## config.mk

```make
export PLATFORM = sky130hd
export DESIGN_NAME = vxit_exit_gen
export DESIGN_NICKNAME = d
export VERILOG_FILES = /design/src/rtl/vxit_pkg.sv /design/src/rtl/vxit_exit_gen.sv
export VERILOG_INCLUDE_DIRS = /design/src /design/src/rtl
export SDC_FILE = /design/constraint.sdc
export NUM_CORES = 1
export LEC_CHECK = 0
export ABC_CLOCK_PERIOD_IN_PS = 2700
export BUFFER_PORTS_ARGS = -buffer_cell sky130_fd_sc_hd__buf_2
export CORE_AREA = 4 4 150 152
export DETAILED_ROUTE_END_ITERATION = 16
export DIE_AREA = 0 0 154 156
export PLACE_DENSITY = 0.64
export SETUP_SLACK_MARGIN = 0.05
export SYNTH_ARGS = -nofsm -noshare
export SYNTH_HDL_FRONTEND = slang
export SYNTH_SLANG_ARGS = --single-unit
```

## constraint.sdc

```tcl
create_clock -name aclk -period 2.7 [get_ports aclk]
set_input_delay 0.27 -clock aclk [delete_from_list [all_inputs] [get_ports aclk]]
set_output_delay 0.27 -clock aclk [all_outputs]
set_load 0.05 [all_outputs]
```

## src/rtl/vxit_regs.svh

```systemverilog
/*
 * constants of the guest-exit detail generator: field positions, cause codes,
 * register offsets of the axi4-lite slave, interrupt bits.
 * assumes inclusion by its bare name from the package and the design module.
 */
`ifndef VXIT_REGS_SVH
`define VXIT_REGS_SVH

// ==========================================================================
// cause codes and cluster/target limits of an incomplete delivery
`define VXIT_CAUSE_BAD_TYPE    32'h0000_0000
`define VXIT_CAUSE_NOT_SCHED   32'h0000_0001
`define VXIT_CAUSE_BAD_TARGET  32'h0000_0002
`define VXIT_CAUSE_BAD_PAGE    32'h0000_0003
`define VXIT_MAX_CLUSTER       16'h0040
`define VXIT_MAX_PHYSICAL      16'h0200

// ==========================================================================
// detail word fields
`define VXIT_RW_BIT            32
`define VXIT_OFS_HI            11
`define VXIT_OFS_LO            4
`define VXIT_EOI_OFFSET        12'h0b0

// ==========================================================================
// register byte offsets
`define VXIT_ADDR_STATUS       8'h00
`define VXIT_ADDR_MASK         8'h04
`define VXIT_ADDR_CODE         8'h08
`define VXIT_ADDR_D1_LO        8'h0c
`define VXIT_ADDR_D1_HI        8'h10
`define VXIT_ADDR_D2_LO        8'h14
`define VXIT_ADDR_D2_HI        8'h18
`define VXIT_ADDR_PENDING      8'h1c

// ==========================================================================
// status and mask bits
`define VXIT_IRQ_IPI           0
`define VXIT_IRQ_NOACC         1
`define VXIT_IRQ_LOST          2
`define VXIT_IRQ_W             3

// ==========================================================================
// axi responses
`define VXIT_RESP_OKAY         2'b00
`define VXIT_RESP_SLVERR       2'b10

`endif

```

## src/rtl/vxit_pkg.sv

```systemverilog
/*
 * types of the guest-exit detail generator.
 * assumes vxit_regs.svh is on the include path.
 */
package vxit_pkg;
`include "vxit_regs.svh"

   typedef enum logic [1:0] {
      VXIT_FAIL_NONE,
      VXIT_FAIL_NOT_SCHED,
      VXIT_FAIL_BAD_TARGET,
      VXIT_FAIL_BAD_PAGE
   } vxit_fail_t;

   typedef enum logic [1:0] {
      VXIT_WR_IDLE,
      VXIT_WR_RESP
   } vxit_wr_t;

endpackage : vxit_pkg

```

## src/rtl/vxit_exit_gen.sv

```systemverilog
/*
 * guest-exit generator: turns an incomplete interrupt delivery or an
 * unaccelerated controller-page access into an exit code and two 64-bit
 * detail words, held until the next exit, readable over axi4-lite.
 * assumes the delivery walk and the access filter live elsewhere and
 * report one-cycle events on the core clock.
 */
`include "vxit_regs.svh"

// Summary of operation
// - undeliverable interrupt to unscheduled target raises delivery-incomplete exit
// - delivery exit detail one holds command high over command low
// - delivery exit detail two holds cause in 63:32, bits 31:8 zero
// - causes one to three carry the table index in bits 7:0
// - level trigger or bad destination type gives cause zero, no index
// - target not scheduled gives cause one with that target's index
// - logical cluster over 64, physical target over 512 or absent entry gives cause two
// - bad backing page pointer gives cause three with table index
// - unhandled controller page access raises unaccelerated-access exit
// - end of interrupt with level in-service interrupt also raises that exit
// - detail one bit 32 marks write, bits 63:33 zero
// - offset bits 11:4 sit in detail one bits 11:4, rest zero
// - write to offset b0 puts in-service vector in detail two 7:0
module vxit_exit_gen
   import vxit_pkg::*;
#(
   parameter logic [31:0] IPI_INCOMPLETE_CODE = 32'h0000_0001,  // arbitrary
   parameter logic [31:0] NOACCEL_CODE        = 32'h0000_0002   // arbitrary
) (
   // clock and reset
   input  wire logic        aclk,
   input  wire logic        aresetn,
   // delivery failure report
   input  wire logic        ipi_fail_valid,
   input  wire logic        ipi_level_trigger,
   input  wire logic        ipi_bad_dest_type,
   input  wire vxit_fail_t  ipi_fail_kind,
   input  wire logic [15:0] ipi_cluster,
   input  wire logic [15:0] ipi_target,
   input  wire logic        ipi_logical_mode,
   input  wire logic [7:0]  ipi_index,
   input  wire logic [31:0] command_register_high,
   input  wire logic [31:0] command_register_low,
   // unaccelerated access report
   input  wire logic        acc_valid,
   input  wire logic        acc_write,
   input  wire logic [11:0] register_offset,
   input  wire logic        eoi_level_valid,
   input  wire logic [7:0]  in_service_vector,
   // exit output
   output logic             guest_exit,
   output logic [31:0]      exit_code,
   output logic [63:0]      exit_detail_one,
   output logic [63:0]      exit_detail_two,
   output logic             irq,
   // axi4-lite slave
   input  wire logic [7:0]  s_axi_awaddr,
   input  wire logic        s_axi_awvalid,
   output logic             s_axi_awready,
   input  wire logic [31:0] s_axi_wdata,
   input  wire logic [3:0]  s_axi_wstrb,
   input  wire logic        s_axi_wvalid,
   output logic             s_axi_wready,
   output logic [1:0]       s_axi_bresp,
   output logic             s_axi_bvalid,
   input  wire logic        s_axi_bready,
   input  wire logic [7:0]  s_axi_araddr,
   input  wire logic        s_axi_arvalid,
   output logic             s_axi_arready,
   output logic [31:0]      s_axi_rdata,
   output logic [1:0]       s_axi_rresp,
   output logic             s_axi_rvalid,
   input  wire logic        s_axi_rready
);

   // =======================================================================
   // cause selection for an incomplete delivery
   logic        over_limit;
   logic [31:0] ipi_cause;
   logic        ipi_has_index;
   logic        ipi_event;
   logic        acc_event;

   always_comb begin
      over_limit = ipi_logical_mode ? (ipi_cluster > `VXIT_MAX_CLUSTER)
                                    : (ipi_target  > `VXIT_MAX_PHYSICAL);
      ipi_has_index = 1'b1;
      if (ipi_level_trigger || ipi_bad_dest_type) begin
         ipi_cause     = `VXIT_CAUSE_BAD_TYPE;
         ipi_has_index = 1'b0;
      end else if (over_limit || ipi_fail_kind == VXIT_FAIL_BAD_TARGET) begin
         ipi_cause     = `VXIT_CAUSE_BAD_TARGET;
      end else if (ipi_fail_kind == VXIT_FAIL_BAD_PAGE) begin
         ipi_cause     = `VXIT_CAUSE_BAD_PAGE;
      end else begin
         ipi_cause     = `VXIT_CAUSE_NOT_SCHED;
      end
   end

   // a report of no failure and no bad type/limit is not an exit
   assign ipi_event = ipi_fail_valid &&
                      (ipi_level_trigger || ipi_bad_dest_type || over_limit ||
                       ipi_fail_kind != VXIT_FAIL_NONE);
   assign acc_event = acc_valid || eoi_level_valid;

   // =======================================================================
   // detail words; delivery wins when both arrive together
   logic        nxt_exit;
   logic [31:0] nxt_code;
   logic [63:0] nxt_d1;
   logic [63:0] nxt_d2;
   logic        eoi_write;
   localparam logic [11:0] EOI_OFS = `VXIT_EOI_OFFSET;

   always_comb begin
      eoi_write = eoi_level_valid ||
                  (acc_write && register_offset == `VXIT_EOI_OFFSET);
      nxt_exit  = ipi_event || acc_event;
      nxt_code  = 32'h0000_0000;
      nxt_d1    = 64'h0000_0000_0000_0000;
      nxt_d2    = 64'h0000_0000_0000_0000;
      if (ipi_event) begin
         nxt_code = IPI_INCOMPLETE_CODE;
         nxt_d1   = {command_register_high, command_register_low};
         nxt_d2[63:32] = ipi_cause;
         if (ipi_has_index) begin
            nxt_d2[7:0] = ipi_index;
         end
      end else if (acc_event) begin
         nxt_code = NOACCEL_CODE;
         nxt_d1[`VXIT_RW_BIT] = acc_write || eoi_level_valid;
         nxt_d1[`VXIT_OFS_HI:`VXIT_OFS_LO] = eoi_level_valid
            ? EOI_OFS[`VXIT_OFS_HI:`VXIT_OFS_LO]
            : register_offset[`VXIT_OFS_HI:`VXIT_OFS_LO];
         if (eoi_write) begin
            nxt_d2[7:0] = in_service_vector;
         end
      end
   end

   always_ff @(posedge aclk) begin
      if (!aresetn) begin
         guest_exit      <= 1'b0;
         exit_code       <= 32'h0000_0000;
         exit_detail_one <= 64'h0000_0000_0000_0000;
         exit_detail_two <= 64'h0000_0000_0000_0000;
      end else begin
         guest_exit <= nxt_exit;
         if (nxt_exit) begin
            exit_code       <= nxt_code;
            exit_detail_one <= nxt_d1;
            exit_detail_two <= nxt_d2;
         end
      end
   end

   // =======================================================================
   // status, mask and interrupt
   logic [`VXIT_IRQ_W-1:0] status_ff;
   logic [`VXIT_IRQ_W-1:0] mask_ff;
   logic [`VXIT_IRQ_W-1:0] set_bits;
   logic [`VXIT_IRQ_W-1:0] clr_bits;
   logic                   wr_fire;
   logic [7:0]             aw_ff;
   logic [31:0]            w_ff;
   logic                   aw_have_ff;
   logic                   w_have_ff;

   // lost: a new exit while the previous one is still flagged
   assign set_bits = {(nxt_exit && |status_ff[1:0]), acc_event && !ipi_event, ipi_event};
   assign clr_bits = (wr_fire && aw_ff == `VXIT_ADDR_STATUS)
                     ? w_ff[`VXIT_IRQ_W-1:0] : '0;

   always_ff @(posedge aclk) begin
      if (!aresetn) begin
         status_ff <= '0;
      end else begin
         status_ff <= (status_ff & ~clr_bits) | set_bits;
      end
   end

   always_ff @(posedge aclk) begin
      if (!aresetn) begin
         mask_ff <= '0;
      end else if (wr_fire && aw_ff == `VXIT_ADDR_MASK) begin
         mask_ff <= w_ff[`VXIT_IRQ_W-1:0];
      end
   end

   assign irq = |(status_ff & mask_ff);

   // =======================================================================
   // axi4-lite write channel
   vxit_wr_t wr_state_ff;

   assign s_axi_awready = !aw_have_ff && wr_state_ff == VXIT_WR_IDLE;
   assign s_axi_wready  = !w_have_ff && wr_state_ff == VXIT_WR_IDLE;
   assign wr_fire       = aw_have_ff && w_have_ff && wr_state_ff == VXIT_WR_IDLE;

   always_ff @(posedge aclk) begin
      if (!aresetn) begin
         aw_have_ff <= 1'b0;
         w_have_ff  <= 1'b0;
         aw_ff      <= 8'h00;
         w_ff       <= 32'h0000_0000;
      end else begin
         if (s_axi_awvalid && s_axi_awready) begin
            aw_have_ff <= 1'b1;
            aw_ff      <= {s_axi_awaddr[7:2], 2'b00};
         end else if (wr_fire) begin
            aw_have_ff <= 1'b0;
         end
         if (s_axi_wvalid && s_axi_wready) begin
            w_have_ff <= 1'b1;
            // partial strobes zero the lanes they do not enable; the whole word is then written
            w_ff      <= s_axi_wdata & {{8{s_axi_wstrb[3]}}, {8{s_axi_wstrb[2]}},
                                        {8{s_axi_wstrb[1]}}, {8{s_axi_wstrb[0]}}};
         end else if (wr_fire) begin
            w_have_ff <= 1'b0;
         end
      end
   end

   always_ff @(posedge aclk) begin
      if (!aresetn) begin
         wr_state_ff  <= VXIT_WR_IDLE;
         s_axi_bvalid <= 1'b0;
         s_axi_bresp  <= `VXIT_RESP_OKAY;
      end else begin
         unique case (wr_state_ff)
            VXIT_WR_IDLE: begin
               if (wr_fire) begin
                  wr_state_ff  <= VXIT_WR_RESP;
                  s_axi_bvalid <= 1'b1;
                  s_axi_bresp  <= (aw_ff == `VXIT_ADDR_STATUS || aw_ff == `VXIT_ADDR_MASK)
                                  ? `VXIT_RESP_OKAY : `VXIT_RESP_SLVERR;
               end
            end
            VXIT_WR_RESP: begin
               if (s_axi_bready) begin
                  wr_state_ff  <= VXIT_WR_IDLE;
                  s_axi_bvalid <= 1'b0;
               end
            end
         endcase
      end
   end

   // =======================================================================
   // axi4-lite read channel
   logic [31:0] rd_data;
   logic        rd_ok;

   assign s_axi_arready = !s_axi_rvalid;

   always_comb begin
      rd_ok   = 1'b1;
      rd_data = 32'h0000_0000;
      unique case ({s_axi_araddr[7:2], 2'b00})
         `VXIT_ADDR_STATUS:  rd_data[`VXIT_IRQ_W-1:0] = status_ff;
         `VXIT_ADDR_MASK:    rd_data[`VXIT_IRQ_W-1:0] = mask_ff;
         `VXIT_ADDR_CODE:    rd_data = exit_code;
         `VXIT_ADDR_D1_LO:   rd_data = exit_detail_one[31:0];
         `VXIT_ADDR_D1_HI:   rd_data = exit_detail_one[63:32];
         `VXIT_ADDR_D2_LO:   rd_data = exit_detail_two[31:0];
         `VXIT_ADDR_D2_HI:   rd_data = exit_detail_two[63:32];
         `VXIT_ADDR_PENDING: rd_data[0] = irq;
         default:            rd_ok = 1'b0;
      endcase
   end

   always_ff @(posedge aclk) begin
      if (!aresetn) begin
         s_axi_rvalid <= 1'b0;
         s_axi_rdata  <= 32'h0000_0000;
         s_axi_rresp  <= `VXIT_RESP_OKAY;
      end else if (s_axi_arvalid && s_axi_arready) begin
         s_axi_rvalid <= 1'b1;
         s_axi_rdata  <= rd_data;
         s_axi_rresp  <= rd_ok ? `VXIT_RESP_OKAY : `VXIT_RESP_SLVERR;
      end else if (s_axi_rready) begin
         s_axi_rvalid <= 1'b0;
      end
   end

   // =======================================================================
   // checks
   property p_ipi_code;
      @(posedge aclk) disable iff (!aresetn)
      ipi_event |=> guest_exit && exit_code == IPI_INCOMPLETE_CODE;
   endproperty
   a_ipi_code: assert property (p_ipi_code) else $error("delivery exit code wrong");

   property p_cmd_words;
      @(posedge aclk) disable iff (!aresetn)
      ipi_event |=> exit_detail_one == {$past(command_register_high),
                                        $past(command_register_low)};
   endproperty
   a_cmd_words: assert property (p_cmd_words) else $error("command words not kept");

   property p_ipi_reserved;
      @(posedge aclk) disable iff (!aresetn)
      guest_exit && exit_code == IPI_INCOMPLETE_CODE |-> exit_detail_two[31:8] == 24'h0;
   endproperty
   a_ipi_reserved: assert property (p_ipi_reserved) else $error("reserved bits set");

   property p_type_no_index;
      @(posedge aclk) disable iff (!aresetn)
      ipi_fail_valid && ipi_level_trigger |=>
         exit_detail_two == 64'h0000_0000_0000_0000;
   endproperty
   a_type_no_index: assert property (p_type_no_index) else $error("cause zero wrong");

   property p_index;
      @(posedge aclk) disable iff (!aresetn)
      ipi_event && ipi_cause != `VXIT_CAUSE_BAD_TYPE |=>
         exit_detail_two[7:0] == $past(ipi_index);
   endproperty
   a_index: assert property (p_index) else $error("table index lost");

   property p_limit;
      @(posedge aclk) disable iff (!aresetn)
      ipi_fail_valid && !ipi_level_trigger && !ipi_bad_dest_type &&
      !ipi_logical_mode && ipi_target > `VXIT_MAX_PHYSICAL |=>
         exit_detail_two[63:32] == `VXIT_CAUSE_BAD_TARGET;
   endproperty
   a_limit: assert property (p_limit) else $error("target limit not flagged");

   property p_rw_bit;
      @(posedge aclk) disable iff (!aresetn)
      acc_valid && !ipi_event && !eoi_level_valid |=>
         exit_code == NOACCEL_CODE && exit_detail_one[32] == $past(acc_write) &&
         exit_detail_one[63:33] == 31'h0;
   endproperty
   a_rw_bit: assert property (p_rw_bit) else $error("direction bit wrong");

   property p_offset;
      @(posedge aclk) disable iff (!aresetn)
      acc_valid && !ipi_event && !eoi_level_valid |=>
         exit_detail_one[11:4] == $past(register_offset[11:4]) &&
         exit_detail_one[31:12] == 20'h0 && exit_detail_one[3:0] == 4'h0;
   endproperty
   a_offset: assert property (p_offset) else $error("offset field wrong");

   property p_not_sched;
      @(posedge aclk) disable iff (!aresetn)
      ipi_fail_valid && !ipi_level_trigger && !ipi_bad_dest_type && !over_limit &&
      ipi_fail_kind == VXIT_FAIL_NOT_SCHED |=>
         exit_detail_two[63:32] == `VXIT_CAUSE_NOT_SCHED;
   endproperty
   a_not_sched: assert property (p_not_sched) else $error("cause one wrong");

   property p_bad_page;
      @(posedge aclk) disable iff (!aresetn)
      ipi_fail_valid && !ipi_level_trigger && !ipi_bad_dest_type && !over_limit &&
      ipi_fail_kind == VXIT_FAIL_BAD_PAGE |=>
         exit_detail_two[63:32] == `VXIT_CAUSE_BAD_PAGE &&
         exit_detail_two[7:0] == $past(ipi_index);
   endproperty
   a_bad_page: assert property (p_bad_page) else $error("cause three wrong");

   property p_cluster;
      @(posedge aclk) disable iff (!aresetn)
      ipi_fail_valid && !ipi_level_trigger && !ipi_bad_dest_type &&
      ipi_logical_mode && ipi_cluster > `VXIT_MAX_CLUSTER |=>
         exit_detail_two[63:32] == `VXIT_CAUSE_BAD_TARGET;
   endproperty
   a_cluster: assert property (p_cluster) else $error("cluster limit not flagged");

   property p_eoi_reg;
      @(posedge aclk) disable iff (!aresetn)
      acc_valid && acc_write && register_offset == `VXIT_EOI_OFFSET &&
      !ipi_event && !eoi_level_valid |=>
         exit_detail_two[7:0] == $past(in_service_vector);
   endproperty
   a_eoi_reg: assert property (p_eoi_reg) else $error("eoi write vector lost");

   property p_eoi_vec;
      @(posedge aclk) disable iff (!aresetn)
      eoi_level_valid && !ipi_event |=>
         exit_code == NOACCEL_CODE && exit_detail_two[7:0] == $past(in_service_vector);
   endproperty
   a_eoi_vec: assert property (p_eoi_vec) else $error("eoi vector lost");

endmodule : vxit_exit_gen

```

==> load_flow_metrics.sql <==
INSERT INTO impl_metrics (metric_group, metric, value, unit) VALUES
('timing', 'maxSlewViolCount', '0', ''),
('synthesis', 'postSynth.topFlopCell', 'dfxtp_1', ''),
('global_routing', 'globalRoute.totalOverflow', '0', ''),
('clock_network', 'clkLatencyLatePin', '0.41', 'ns'),
('detailed_routing', 'detailroute.via_count', '6067', ''),
('final_layout', 'layout_commonest_cell', 'buf_2', ''),
('global_routing', 'first_pass_grt_wire_length', '32700', 'um'),
('die', 'boundaryPins', '395', ''),
('clock_network', 'cts.hold.buffers_added', '0', ''),
('final_layout', 'n_fill_cell', '2167', ''),
('synthesis', 'postSynthRegisterBits', '130', ''),
('timing', 'number_of_endpoints_failing_setup_at_the_final_stage', '0', ''),
('timing', 'min_period_over_period', '72.3', '%'),
('timing', 'fmax_achieved', '512', 'MHz'),
('detailed_routing', 'number_of_nets_with_antenna_violations_after_routing', '0', ''),
('detailed_routing', 'detailed_router_iteration_count_before_antenna_repair', '5', ''),
('synthesis', 'synthesis.area', '6470', 'um2'),
('job', 'number_of_maximum_capacitance_violations', '0', ''),
('synthesis', 'synth_top_cell_area_share', '40.2', '%'),
('critical_path', 'startpoint_type', 'register', ''),
('timing', 'max_slew_margin', '24.9', '%'),
('die', 'core_region_area', '21000', 'um2'),
('detailed_routing', 'wire_per_inst', '17.3', 'um'),
('timing', 'final-hold-violation-count', '0', ''),
('final_layout', 'design.final.nets', '1167', ''),
('clock_network', 'cts_buffers', '17', ''),
('final_layout', 'multi_input_gate_area_in_the_final_layout', '3290', 'um2'),
('synthesis', 'yosysUniqueCellTypes', '44', ''),
('final_layout', 'syn_to_final_growth', '29.7', '%'),
('synthesis', 'yosys_warnings', '0', ''),
('critical_path', 'crit_type', 'register to register', ''),
('synthesis', 'synth_area_per_cell', '8.91', 'um2'),
('power_and_ir_drop', 'p_leak', '0.00394', 'uW'),
('synthesis', 'synthMuxAreaShare', '14.7', '%'),
('status', 'run_status', 'complete, no violations', ''),
('die', 'die-area', '24000', 'um2'),
('final_layout', 'sequential_cell_area', '2600', 'um2'),
('placement', 'place_hpwl', '16300', 'um'),
('die', 'start_util', '30.8', '%'),
('synthesis', 'combinational_family_with_the_most_area_after_synthesis', 'simple AND/OR/NAND/NOR gates', ''),
('global_routing', 'all_layer_global_routing_usage', '17.1', '%'),
('synthesis', 'synth_simple_gate_area_share', '17.1', '%'),
('detailed_routing', 'postRouteWirelength', '21900', 'um'),
('timing', 'finalClockSkew', '0.00489', 'ns'),
('clock_network', 'post_cts.resized_instances', '0', ''),
('power_and_ir_drop', 'p_per_area', '657', 'nW/um2'),
('power_and_ir_drop', 'overall_power_after_layout', '5510', 'uW'),
('synthesis', 'seq_area_frac_synth', '40.2', '%'),
('timing', 'tightestPinTransition', '1.12', 'ns'),
('final_layout', 'num_antenna_cells', '0', ''),
('synthesis', 'synth.top_cells.by_area', 'dfxtp_1, mux2i_1, buf_4', ''),
('placement', 'gp_routability_congestion', '0.812', ''),
('global_routing', 'grt_start_max_net_pins', '95', ''),
('clock_network', 'cts_num_sinks', '130', ''),
('synthesis', 'post_synth_fa_ha_maj_area_fraction', '0', '%'),
('global_routing', 'grt_pass1_vias', '5717', ''),
('clock_network', 'cts-htree-levels', '4', ''),
('timing', 'unrepaired_setup_endpoints_after_global_routing', 'no', ''),
('clock_network', 'cts_post_setup_buffers_inserted', '0', ''),
('critical_path', 'worst-r2r-setup-slack', '0.75', 'ns'),
('synthesis', 'yosys.area_share.xor_xnor', '0', '%'),
('clock_network', 'worst_setup_hold_path_clk_slew', '0.06', 'ns'),
('detailed_routing', '1st_iter_drt_viols', '462', ''),
('critical_path', 'data_arrival_time_of_the_worst_path', '2.21', 'ns'),
('placement', 'port_buffers', '272', ''),
('final_layout', 'final_layout_size_suffix_gt1_share', '34.4', '%'),
('power_and_ir_drop', 'vdd.ir_drop.worst', '0.366', 'mV'),
('final_layout', 'final_cell_mix', 'buf_2, dfxtp_1, nand2_1, conb_1, mux2i_1', ''),
('die', 'chipWidth', '154', 'um'),
('global_routing', 'grt_antenna_before_repair', '2', ''),
('clock_network', 'cts_tree', 'yes', '');
==> report_power, final <==
group	switching [uW]	leakage [uW]	internal [uW]
combinational	772	0.00258	252
sequential	70.4	0.00106	2000
clock	894	0.000294	1530
==> stage by stage <==
stage / worst slack, ns / hold slack, ns / area [um2] / cells
final: 0.748 / 0.0991 / 8390 / 1263
after global routing: 0.628 / 0.0839 / 8390 / 1263
after CTS: 0.768 / 0.0760 / 8390 / 1263
after detailed placement: 0.417 / 0.466 / 7770 / 1231
after global placement: 0.435 / 0.460 / 7770 / 1231
after floorplan: 0.526 / 0.412 / 6790 / 811
==> worst paths after layout <==
| path | depth (start not counted) | start | endpoint |
|---|---|---|---|
| setup / recovery | 5 | aw_ff[4]$_SDFFE_PN0P_ | status_ff[2]$_SDFF_PN0_ |
| setup reg to reg | 5 | aw_ff[4]$_SDFFE_PN0P_ | status_ff[2]$_SDFF_PN0_ |
| hold reg to reg | 2 | exit_code[0]$_SDFFE_PN0P_ | exit_code[0]$_SDFFE_PN0P_ |
| hold / removal | 3 | command_register_low[24] | exit_detail_one[24]$_SDFFE_PN0P_ |
==> logic make-up (layout without fill, tap and decap cells) <==
| kind of cell | Yosys count | in the layout |
|---|---|---|
| compound gates | 117 | 117 |
| flops | 130 | 130 |
| other cells | 1 | 86 |
| mux | 91 | 91 |
| simple gates | 239 | 239 |
| buf+inv | 148 | 325 |
==> state kept, by name (all words and copies together) (netlist names) <==
name,cells
s_axi_bresp,1
exit_code,2
exit_detail_one,64
mask_ff,3
aw_have_ff,1
aw_ff,6
exit_detail_two,10
s_axi_rresp,1
w_ff,3
status_ff,3
w_have_ff,1
guest_exit,1
s_axi_rvalid,1
s_axi_bvalid,1
s_axi_rdata,32
==> critical path: stages (launching register included) <==
cell	delay (ns)
dfxtp_1	0.31
or4_1	0.56
nor4_1	0.42
nand2_1	0.17
a211oi_1	0.28
a311oi_1	0.07
==> layer usage <==
metal	track usage [%]	vias to the layer above	share of wire [%]
li1	-	2919	-
met1	21.2	2842	41
met2	29.6	281	50
met4	4.79	2	1.4
met3	4.19	23	8.1
met5	0	-	0.032
==> area by class of cell <==
class	instances	area share [%]
repair buffers	288	18.0
inverters	5	0.224
well taps	275	4.10
multi-input cells	533	39.2
clock inverters	12	1.86
flip-flops and latches	130	31.0
clock buffers	20	5.56
==> Yosys cell counts (all sizes together) (2+ instances only) <==
library cell,n
dfxtp,130
buf,100
nand2,86
mux2i,79
nand3,65
nor2,47
clkbuf,43
a2bb2oi,29
a22oi,26
a21oi,15
o21ai,11
mux2,10
o31ai,10
o2111ai,9
nor3,8
or4,7
a222oi,6
inv,5
nand2b,5
nand3b,5
nor4,4
a211oi,3
nor2b,3
and2,2
mux4,2
o211ai,2
or3,2
No activity file was read; power rests on OpenSTA's default activity.
